`config.mk`:
```
export PLATFORM = sky130hd
export DESIGN_NAME = tch_ctrl
export DESIGN_NICKNAME = d
export VERILOG_FILES = /design/src/rtl/tch_pkg.sv /design/src/rtl/tch_ctrl.sv /design/src/rtl/tch_rpt.sv
export SDC_FILE = /design/constraint.sdc
export NUM_CORES = 1
export LEC_CHECK = 0
export ABC_AREA = 1
export BUFFER_PORTS_ARGS = -buffer_cell sky130_fd_sc_hd__buf_2
export CAP_MARGIN = 20
export CORE_MARGIN = 2
export CORE_UTILIZATION = 50
export DETAILED_ROUTE_END_ITERATION = 12
export PLACE_DENSITY = 0.7
export SYNTH_ARGS = -nofsm -noshare
export SYNTH_HDL_FRONTEND = slang
export SYNTH_SLANG_ARGS = --single-unit
```
`constraint.sdc`:
```
create_clock -name SYS_CLK -period 32.5 [get_ports SYS_CLK]
set_clock_uncertainty 0.2 [all_clocks]
set_input_delay 6.5 -clock SYS_CLK [delete_from_list [all_inputs] [get_ports SYS_CLK]]
set_output_delay 6.5 -clock SYS_CLK [all_outputs]
set_load 0.1 [all_outputs]
```
`src/rtl/tch_pkg.sv`:
```
package tch_pkg;

  localparam int NUM_IN = 8;
  localparam int CAL_W = 10;
  localparam int CODE_W = 4;

  // Register offsets
  localparam logic [7:0] ADDR_CAL = 8'h26;
  localparam logic [7:0] ADDR_MASK = 8'h27;
  localparam logic [7:0] ADDR_RPT = 8'h28;
  localparam logic [7:0] ADDR_MT = 8'h2A;

  // Reset values
  localparam logic [7:0] RST_CAL = 8'h00;
  localparam logic [7:0] RST_MASK = 8'hFF;
  localparam logic [7:0] RST_RPT = 8'hFF;
  localparam logic [7:0] RST_MT = 8'h80;

  // Simultaneous-touch configuration fields
  localparam int MT_EN_BIT = 7;
  localparam int MT_LIM_LSB = 2;
  localparam int MT_LIM_W = 2;
  localparam logic [7:0] MT_WMASK = 8'h8C;

  // Calibration value limits
  localparam logic [CAL_W-1:0] CAL_MAX = 10'h3FF;
  localparam logic [CAL_W-1:0] CAL_MIN = 10'h000;

  // Step of the repeat and hold timers
  localparam int STEP_TIME_US = 35000;
  localparam int CLK_PERIOD_NS = 10;
  localparam int STEP_CYCLES_DEF = STEP_TIME_US * 1000 / CLK_PERIOD_NS;

  typedef struct packed {
    logic wr;
    logic rd;
    logic [7:0] addr;
    logic [7:0] wdata;
  } tch_reg_s;

  typedef struct packed {
    logic start;
    logic [2:0] sel;
  } tch_cal_s;

  typedef enum logic {
    CAL_IDLE,
    CAL_WAIT
  } tch_cal_e;

endpackage

```
`src/rtl/tch_ctrl.sv`:
```
`timescale 1ns/10ps
module tch_ctrl #(
  parameter int STEP_CYCLES = tch_pkg::STEP_CYCLES_DEF
) (
  input wire logic SYS_CLK,
  input wire logic ARST_N,
  input wire tch_pkg::tch_reg_s REG_REQ,
  output logic [7:0] REG_RDATA,
  input wire logic [7:0] TOUCH_DET,
  input wire logic [7:0] NOISE_FLAG,
  input wire logic [7:0] NEW_ENABLE,
  input wire logic RELEASE_INT_EN,
  input wire logic [3:0] REPEAT_CODE,
  input wire logic [3:0] HOLD_CODE,
  input wire logic STATUS_CLEAR,
  input wire logic CAL_DONE,
  input wire logic [9:0] CAL_RESULT,
  output tch_pkg::tch_cal_s CAL_CMD,
  output logic [79:0] CAL_VALUES,
  output logic [7:0] TOUCH_STATUS,
  output logic MULTI_TOUCH,
  output logic CAL_FAIL,
  output logic ALERT_N
);
  import tch_pkg::*;
  localparam int TW = $clog2(STEP_CYCLES);

  function automatic logic [7:0] first_n(input logic [7:0] v,
                                         input logic [3:0] n);
    logic [7:0] r;
    logic [3:0] c;
    r = '0;
    c = '0;
    for (int i = 0; i < NUM_IN; i++) begin
      if (v[i] && (c < n)) begin
        r[i] = 1'b1;
        c = c + 4'h1;
      end
    end
    return r;
  endfunction

  // Register file
  logic [7:0] mask_q, mask_d, rpt_q, rpt_d, mt_q, mt_d, rdata_q, rdata_d;
  logic wr_cal;

  assign wr_cal = REG_REQ.wr && (REG_REQ.addr == ADDR_CAL);
  assign REG_RDATA = rdata_q;

  // Calibration sequencer state
  tch_cal_e st_q, st_d;
  logic [7:0] cal_q, cal_d, tried_q, tried_d, pend;
  logic [CAL_W-1:0] val_q [NUM_IN];
  logic [CAL_W-1:0] val_d [NUM_IN];
  tch_cal_s cmd_q, cmd_d;
  logic fail_q, fail_d, cal_ok;

  always_comb begin
    mask_d = mask_q;
    rpt_d = rpt_q;
    mt_d = mt_q;
    rdata_d = rdata_q;
    if (REG_REQ.wr) begin
      case (REG_REQ.addr)
        ADDR_MASK: mask_d = REG_REQ.wdata;
        ADDR_RPT: rpt_d = REG_REQ.wdata;
        ADDR_MT: mt_d = REG_REQ.wdata & MT_WMASK;
        default: mask_d = mask_q;
      endcase
    end
    if (REG_REQ.rd) begin
      case (REG_REQ.addr)
        ADDR_CAL: rdata_d = cal_q;
        ADDR_MASK: rdata_d = mask_q;
        ADDR_RPT: rdata_d = rpt_q;
        ADDR_MT: rdata_d = mt_q;
        default: rdata_d = 8'h00;
      endcase
    end
  end

  always_ff @(posedge SYS_CLK or negedge ARST_N) begin
    if (!ARST_N) begin
      mask_q <= RST_MASK;
      rpt_q <= RST_RPT;
      mt_q <= RST_MT;
      rdata_q <= 8'h00;
    end else begin
      mask_q <= mask_d;
      rpt_q <= rpt_d;
      mt_q <= mt_d;
      rdata_q <= rdata_d;
    end
  end

  assign pend = cal_q & ~tried_q;
  assign cal_ok = !NOISE_FLAG[cmd_q.sel] && (CAL_RESULT != CAL_MAX)
                  && (CAL_RESULT != CAL_MIN);

  always_comb begin
    st_d = st_q;
    cal_d = cal_q;
    tried_d = tried_q;
    cmd_d = cmd_q;
    cmd_d.start = 1'b0;
    fail_d = fail_q;
    for (int i = 0; i < NUM_IN; i++) begin
      val_d[i] = val_q[i];
    end
    if (STATUS_CLEAR) begin
      fail_d = 1'b0;
    end
    if (wr_cal) begin
      // Ones request calibration, zeros cancel pending ones
      cal_d = REG_REQ.wdata;
      tried_d = tried_q & ~REG_REQ.wdata;
    end
    case (st_q)
      CAL_IDLE: begin
        if (pend != 8'h00) begin
          for (int i = NUM_IN - 1; i >= 0; i--) begin
            if (pend[i]) begin
              cmd_d.sel = 3'(i);
            end
          end
          cmd_d.start = 1'b1;
          st_d = CAL_WAIT;
        end
      end
      CAL_WAIT: begin
        if (CAL_DONE) begin
          val_d[cmd_q.sel] = CAL_RESULT;
          tried_d[cmd_q.sel] = 1'b1;
          if (cal_ok) begin
            if (!(wr_cal && REG_REQ.wdata[cmd_q.sel])) begin
              cal_d[cmd_q.sel] = 1'b0;
            end
          end else begin
            fail_d = 1'b1;
          end
          st_d = CAL_IDLE;
        end
      end
      default: st_d = CAL_IDLE;
    endcase
    // Hardware set wins over a host clear in the same cycle
    cal_d = cal_d | NEW_ENABLE;
    tried_d = tried_d & ~NEW_ENABLE;
  end

  always_ff @(posedge SYS_CLK or negedge ARST_N) begin
    if (!ARST_N) begin
      st_q <= CAL_IDLE;
      cal_q <= RST_CAL;
      tried_q <= 8'h00;
      cmd_q <= '0;
      fail_q <= 1'b0;
      for (int i = 0; i < NUM_IN; i++) begin
        val_q[i] <= '0;
      end
    end else begin
      st_q <= st_d;
      cal_q <= cal_d;
      tried_q <= tried_d;
      cmd_q <= cmd_d;
      fail_q <= fail_d;
      for (int i = 0; i < NUM_IN; i++) begin
        val_q[i] <= val_d[i];
      end
    end
  end

  assign CAL_CMD = cmd_q;
  assign CAL_FAIL = fail_q;

  // Simultaneous-touch blocking
  logic blk_en;
  logic [3:0] lim, kept_cnt;
  logic [7:0] sel_q, sel_d, acc_kept;
  logic multi_touch_status_q, multi_touch_status_d;

  assign blk_en = mt_q[MT_EN_BIT];
  assign lim = {2'b00, mt_q[MT_LIM_LSB +: MT_LIM_W]} + 4'h1;
  assign acc_kept = sel_q & TOUCH_DET;
  assign kept_cnt = 4'($countones(acc_kept));

  always_comb begin
    sel_d = TOUCH_DET;
    if (blk_en) begin
      if ((sel_q & ~TOUCH_DET) != 8'h00) begin
        sel_d = first_n(TOUCH_DET, lim);
      end else if (kept_cnt >= lim) begin
        sel_d = first_n(acc_kept, lim);
      end else begin
        sel_d = acc_kept
              | first_n(TOUCH_DET & ~acc_kept, lim - kept_cnt);
      end
    end
    multi_touch_status_d = blk_en && ((TOUCH_DET & ~sel_d) != 8'h00);
  end

  always_ff @(posedge SYS_CLK or negedge ARST_N) begin
    if (!ARST_N) begin
      sel_q <= 8'h00;
      multi_touch_status_q <= 1'b0;
    end else begin
      sel_q <= sel_d;
      multi_touch_status_q <= multi_touch_status_d;
    end
  end

  assign TOUCH_STATUS = sel_q;
  assign MULTI_TOUCH = multi_touch_status_q;

  // Step tick and per-input event timers
  logic [TW-1:0] step_q, step_d;
  logic tick;
  logic [7:0] evt;

  assign tick = (step_q == TW'(STEP_CYCLES - 1));

  always_comb begin
    step_d = tick ? '0 : step_q + TW'(1);
  end

  always_ff @(posedge SYS_CLK or negedge ARST_N) begin
    if (!ARST_N) begin
      step_q <= '0;
    end else begin
      step_q <= step_d;
    end
  end

  for (genvar g = 0; g < NUM_IN; g++) begin : g_in
    tch_rpt u_rpt (
      .clk(SYS_CLK),
      .rst_n(ARST_N),
      .touch(sel_q[g]),
      .tick(tick),
      .rpt_en(rpt_q[g]),
      .rel_en(RELEASE_INT_EN),
      .hold_code(HOLD_CODE),
      .rate_code(REPEAT_CODE),
      .evt(evt[g])
    );
    assign CAL_VALUES[g*CAL_W +: CAL_W] = val_q[g];
  end

  // Alert output, event wins over a clear
  logic alert_n_q, alert_n_d;

  always_comb begin
    alert_n_d = alert_n_q;
    if (STATUS_CLEAR) begin
      alert_n_d = 1'b1;
    end
    if ((evt & mask_q) != 8'h00) begin
      alert_n_d = 1'b0;
    end
  end

  always_ff @(posedge SYS_CLK or negedge ARST_N) begin
    if (!ARST_N) begin
      alert_n_q <= 1'b1;
    end else begin
      alert_n_q <= alert_n_d;
    end
  end

  assign ALERT_N = alert_n_q;
endmodule

```
`src/rtl/tch_rpt.sv`:
```
`timescale 1ns/10ps
module tch_rpt (
  input wire logic clk,
  input wire logic rst_n,
  input wire logic touch,
  input wire logic tick,
  input wire logic rpt_en,
  input wire logic rel_en,
  input wire logic [3:0] hold_code,
  input wire logic [3:0] rate_code,
  output logic evt
);
  logic prev_q, prev_d;
  logic hold_q, hold_d;
  logic [4:0] held_q, held_d;
  logic [3:0] rep_q, rep_d;
  logic evt_q, evt_d;

  assign evt = evt_q;

  always_comb begin
    prev_d = touch;
    hold_d = hold_q;
    held_d = held_q;
    rep_d = rep_q;
    evt_d = 1'b0;
    if (touch && !prev_q) begin
      // New touch: one event, timers restart
      evt_d = 1'b1;
      hold_d = 1'b0;
      held_d = '0;
      rep_d = '0;
    end else if (touch && tick) begin
      if (!hold_q) begin
        // Held past the minimum-press time becomes press-and-hold when repeat is enabled
        if (held_q == ({1'b0, hold_code} + 5'h01)) begin
          hold_d = rpt_en;
          evt_d = rpt_en;
          rep_d = '0;
        end else begin
          held_d = held_q + 5'h01;
        end
      end else if (rep_q == rate_code) begin
        evt_d = rpt_en;
        rep_d = '0;
      end else begin
        rep_d = rep_q + 4'h1;
      end
    end else if (!touch && prev_q) begin
      // Release event only for a plain touch or with repeat disabled
      evt_d = rel_en && !hold_q;
      hold_d = 1'b0;
    end
  end

  always_ff @(posedge clk or negedge rst_n) begin
    if (!rst_n) begin
      prev_q <= 1'b0;
      hold_q <= 1'b0;
      held_q <= '0;
      rep_q <= '0;
      evt_q <= 1'b0;
    end else begin
      prev_q <= prev_d;
      hold_q <= hold_d;
      held_q <= held_d;
      rep_q <= rep_d;
      evt_q <= evt_d;
    end
  end

endmodule

```
### Yosys cells after proc, flatten, opt, wreduce, memory -nomap -nowiden

Index checks and enable logic that the tools add are counted.

* flip-flop bits (word level): 257
* bits of input ports: 65

* add/sub/neg operators: 45
* $lt $le $gt $ge: 28
* equal/unequal tests: 38
* multiplexer cells: 318
* bitwise operators: 21
* reductions and logical operators: 139

Operator list (number)
* 2-to-1 mux 4 bit: 116
* 2-to-1 mux 5 bit: 32
* 2-to-1 mux 1 bit: 142
* adder 4 x 1 -> 4 bit, second input constant: 26
* 2-to-1 mux 8 bit: 11
* bitwise mux 80 bit: 1
* AND 8 bit: 9
* logical AND 1 bit: 63
* < comparator 4 x 3 -> 1 bit: 14
* inverter 8 bit: 7
* nonzero test 3 bit: 16
* adder 5 x 1 -> 5 bit, second input constant: 8
* equality test 5 bit: 8
* equality test 4 bit: 8
* equality test 8 x 6 -> 1 bit, second input constant: 4
* case mux 8 bit (4 select lines): 1
* nonzero test 8 bit: 4
* demux 10 bit (select 3 bit): 1
* < comparator 4 bit: 7
* AND reduction 2 bit: 13
* logical NOT 1 bit: 25
* 2-to-1 mux 3 bit: 8
* OR 8 bit: 3
* AND reduction 3 bit: 8
* 27 further kinds: 54

### Longest topological paths before layout

* depth in word-level cells: 61
* mapped depth: 73
* gate-level depth less buffers: 73

### Hierarchy

A second synthesis with hierarchy kept.

* cells, all modules: 2340
* area, all modules: 17299.1 um2

By module, submodules not included
* tch_ctrl: times used 1, cells an instance 1204, area each 9551.7 um2
* tch_rpt: times used 8, cells an instance 142, area each 968.4 um2

### Worst setup path after synthesis

OpenSTA, ideal clock, no wires.

* path kind: input port to flip-flop
* start point: input TOUCH_DET[0]
* end point: register multi_touch_status_q (netlist: MULTI_TOUCH)
* library setup time: 0.124 ns
* data arrival time: 17.695 ns
* data required time: 32.176 ns
* setup slack: 14.481 ns
* stages on the path: 58
* path buffers: 0
* cell sequence: nand2_1 inv_1 fa_1 inv_1 fa_1 fa_1 inv_1 ha_1 inv_1 fa_1 fa_1 xnor2_1 a21boi_0 o211ai_1 nand2_1 inv_1 nand2_1 inv_1 [... 22 more ...] a2111oi_0 nand3_1 o32ai_1 ha_1 a2111oi_0 nand2_2 nor2_1 xnor2_1 inv_1 ha_1 a211oi_1 nand2_1 nand2_1 nand2_1 nand2_1 nand2_1 nand2_1 a21oi_2

* cells in the longest elaborated chain, start to end: 61
* elaborated cells on any way between the ends: 208
* classes of those cells: add/sub (22); order compare (23); mux (128); bitwise (8); reduce/logical (27)

RTL lines
* start: declaration: RTL line tch_ctrl.sv:9 `input wire logic [7:0] TOUCH_DET,`
* AND 8 bit: RTL line tch_ctrl.sv:184 `assign acc_kept = sel_q & TOUCH_DET;`
* adder 1 x 1 -> 2 bit (implied by the code): RTL line tch_ctrl.sv:185 `assign kept_cnt = 4'($countones(acc_kept));`
* adder 2 x 2 -> 3 bit (implied by the code): RTL line tch_ctrl.sv:185
* adder 3 x 3 -> 4 bit (implied by the code): RTL line tch_ctrl.sv:185
* subtractor 3 x 4 -> 4 bit: RTL line tch_ctrl.sv:196 `| first_n(TOUCH_DET & ~acc_kept, lim - kept_cnt);`
* < comparator 1 x 4 -> 1 bit: RTL line tch_ctrl.sv:35 `if (v[i] && (c < n)) begin`
* logical AND 1 bit: RTL line tch_ctrl.sv:35
* 2-to-1 mux 1 bit: RTL line tch_ctrl.sv:35
* [... 46 more ...]
* 2-to-1 mux 8 bit: RTL line tch_ctrl.sv:192 `end else if (kept_cnt >= lim) begin`
* 2-to-1 mux 8 bit: RTL line tch_ctrl.sv:190 `if ((sel_q & ~TOUCH_DET) != 8'h00) begin`
* 2-to-1 mux 8 bit: RTL line tch_ctrl.sv:189 `if (blk_en) begin`
* inverter 8 bit: RTL line tch_ctrl.sv:199 `multi_touch_status_d = blk_en && ((TOUCH_DET & ~sel_d) != 8'h00);`
* AND 8 bit (*): RTL line tch_ctrl.sv:199
* nonzero test 8 bit (*): RTL line tch_ctrl.sv:199
* logical AND 1 bit (*): RTL line tch_ctrl.sv:199
* named net multi_touch_status_d: RTL line tch_ctrl.sv:180 `logic multi_touch_status_q, multi_touch_status_d;`
* end signal: assignment: RTL line tch_ctrl.sv:208 `multi_touch_status_q <= multi_touch_status_d;`
* end: declaration: RTL line tch_ctrl.sv:180

The timed path passes the listed nets; every way through them passes the cells marked *. The select of a mux whose other input is x is not followed.
A chain may end at the register's enable or synchronous reset.

### Final worst setup path

Same ends and word-level chain as after synthesis.

==> out/metrics.yaml <==
start_util_pct: 50.9
power_density_nw_per_um2: 69.7
peakVddDrop_mv: 0.112
period_minus_slack_ns: 18.63
maxCapViolCount: 0
dp.cells: 2447
cts.sinks: 257
slew_viol_final: 0
max_slew_margin_pct: 28.7
crit_top_cell: "nand2_1"
antenna_found_initial: 2
yosysUniqueCellTypes: 51
syn_inst: 1924
p_leak_uw: 0.00888
nFillCells: 2684
ctsRootBufferMaster: "clkbuf_16"
hpwlAfterDp_mm: 30.7
r2r-start: "TOUCH_STATUS[0]"
max_stage_delay_ns: 0.84
r2r_slack_ns: 19.39
fp.dieW_um: 178
tightest_slew_ns: 1.06
tns_ns: 0
pre_cts_ws_ns: 13.49
period_share_pct: 57.3
p_sw_uw: 505
comb_power_share_pct: 36.0
synth_area_um2: 15200
syn_area_per_cell_um2: 7.89
port_buffers: 167
antenna_left: 0
wl_mm: 40.9
endpoint: "MULTI_TOUCH"
p_int_uw: 715
cts_resized: 0
cp-end-kind: "flip-flop"
synth.net_count: 2073
utilization_pct: 58.8
clkTransAtPathRegs_ns: 0.06
synth_seq_cells: 257
final_cells: 2503
worstReg2RegEnd: "MULTI_TOUCH"
setup_ws_ns: 13.87
yosysTopAreaCell: "dfrtp_1"
crit_fanout: 6
pwr-share-seq_pct: 32.2
area_growth_pct: 15.4
tritoncts: "built"
drc: 0
critical_path_arrival_ns: 18.86
crit_start: "TOUCH_DET[0]"
cts_htree_levels: 1
clockBufferDepth: 3
cpMaxStageDelayCell: "a2111oi_0"
hold_violations: 0
grt_pass1_vias: 13200
cts_inserted_buffers: 29
cts_setup_buffers: 0
synth_top_area_share_pct: 39.4
grt_start_max_net_pins: 106
fmax_mhz: 53.7
dpl_cell_area_um2: 16400
nets: 2237
ys_top_cells_by_area: "dfrtp_1, nand2_1, o21ai_0"
worstSkewPairLatency_ns: 0.57
io_pins: 168
r2r_cells: 59
grt_pass1_wl_mm: 66.7
p_clk_share_pct: 31.8
status: "complete, no violations"
chipHeight_um: 178
core-area_um2: 29800
startpoint_type: "input port"
hold_buffers: 0
yosys_warnings: 0
grt.total_usage_pct: 26.2
viasPerCell: 5.40
crit_required_ns: 32.73
netSwitchingFraction_pct: 41.4
finalSetupViolations: 0
dieArea_um2: 31800
num_rows: 63
layout-drive-gt1-share_pct: 14.1
path_class: "input port to flip-flop"
yosysSeqAreaShare_pct: 42.5
gp_congestion: 0.876
drt_iter0_drc: 1034
first_pass_iters: 7
finalInstanceArea_um2: 17500
route.vias.total: 13500
hold_class: "flip-flop to flip-flop"
gr-total-overflow: 0
rsz0062_at_grt: "false"
wire_per_inst_um: 16.4
[through the flow]
stage          total power (uW)  hold slack, ns
2_1_floorplan               741           0.167
5_1_grt                    1290           0.263
6_report                   1220           0.249
4_1_cts                    1220           0.246
3_5_place_dp                835           0.226
3_3_place_gp                823           0.236
[flip-flops by register name, indices dropped and copies added (netlist names), 3 cells and up]
register,flops
REG_RDATA,8
mt_q,3
g_in.u_rpt.evt,8
tried_q,8
CAL_CMD,4
mask_q,8
g_in.u_rpt.prev_q,8
cal_q,8
g_in.u_rpt.held_q,40
CAL_VALUES,80
g_in.u_rpt.rep_q,32
g_in.u_rpt.hold_q,8
TOUCH_STATUS,8
step_q,22
rpt_q,8
[cell type report]
cell class / count / area (um2) / area share (%)
antenna: 2 / 5.00 / 0.0286
clock inverter: 17 / 360 / 2.06
timing repair buffer: 174 / 898 / 5.13
multi-input combinational: 1330 / 7410 / 42.4
inverter: 296 / 1110 / 6.35
sequential: 257 / 6450 / 36.9
tap: 390 / 488 / 2.79
clock buffer: 37 / 776 / 4.43
[cells in the final DEF (no fill, tap or decap), drive strengths merged, types with 3 or more instances in the layout]
master	synthesis	final
o211ai	10	10
dfrtp	239	239
a221oi	12	12
nand2	422	422
o22ai	22	22
ha	79	79
nor4	19	19
a2111oi	3	3
clkbuf	28	37
xor2	73	73
o21a	9	9
xnor2	17	17
inv	291	292
clkinv	5	10
fa	5	5
nand3	137	137
o21ai	240	240
o31ai	4	4
nor3	23	23
a21oi	64	64
nor2	125	125
dfstp	18	18
nand4	33	33
a31oi	7	7
a211oi	7	7
or2	4	4
buf	13	174
bufinv	0	10
[worst min-delay path by stage]
stage / startpoint / to / slack, ns / cells after the start
2_1_floorplan: g_in[6].u_rpt.evt / ALERT_N / 0.17 / 1
3_3_place_gp: g_in[6].u_rpt.evt / ALERT_N / 0.24 / 1
3_5_place_dp: g_in[6].u_rpt.evt / ALERT_N / 0.23 / 1
4_1_cts: g_in[6].u_rpt.evt / ALERT_N / 0.25 / 1
5_1_grt: g_in[6].u_rpt.evt / ALERT_N / 0.26 / 1
6_report: g_in[6].u_rpt.evt / ALERT_N / 0.25 / 1
[critical path: cells and delay by family]
kind,cells,cell delay [ns]
AOI/OAI and AO/OA,9,3.71
xor gates and xnor gates,4,1.18
and+or+nand+nor,24,2.28
buffers and inverters,11,0.98
adders and majority gates,12,4.21
[cell families after synthesis]
kind of cell             count (synthesis)  synth area share, %
buffers and inverters                  337                 8.61
multiplexers                             2                0.148
adder cells (fa/ha/maj)                 84                 7.17
XOR/XNOR                                90                 5.19
other                                    1               0.0247
AND/OR/NAND/NOR                        767                 22.2
AO/OA/AOI/OAI                          386                 14.1
flip-flops                             257                 42.5
[power groups by stage]
stage,Combinational [uW],Clock [uW],Sequential (uW)
finish,439,387,393
CTS,440,393,392
detailed placement,438,0,397
floorplan,205,0,535
global route,485,406,398
global placement,428,0,396
[synthesized netlist by cell type, drive strengths merged]
cell type and n:
or2 4, o2111ai 2, a21boi 1, nor2 125, nand3b 2, dfstp 18, a211oi 7, clkinv 5
nand3 137, inv 291, o22ai 22, o21ai 240, o31ai 4, nor3 23, dfrtp 239, xor2 73
a2111oi 3, a22o 2, a21oi 64, clkbuf 28, fa 5, nor3b 1, a221oi 12, buf 13
mux2 2, o32ai 1, xnor2 17, ha 79, and2 1, a31oi 7, o211ai 10, o21a 9
nor4 19, conb 1, o2bb2ai 1, o21bai 1, nand2 422, nand4 33
[layer usage]
| layer | global-route usage (%) | up-vias | share of wire [%] |
|---|---|---|---|
| li1 | - | 6663 | - |
| met1 | 34.4 | 6396 | 44 |
| met2 | 43.6 | 379 | 46 |
| met3 | 6.63 | 67 | 7.3 |
| met4 | 6.61 | 2 | 2.1 |
| met5 | 0 | - | 0.032 |
Power figures use the tool's default switching activity.
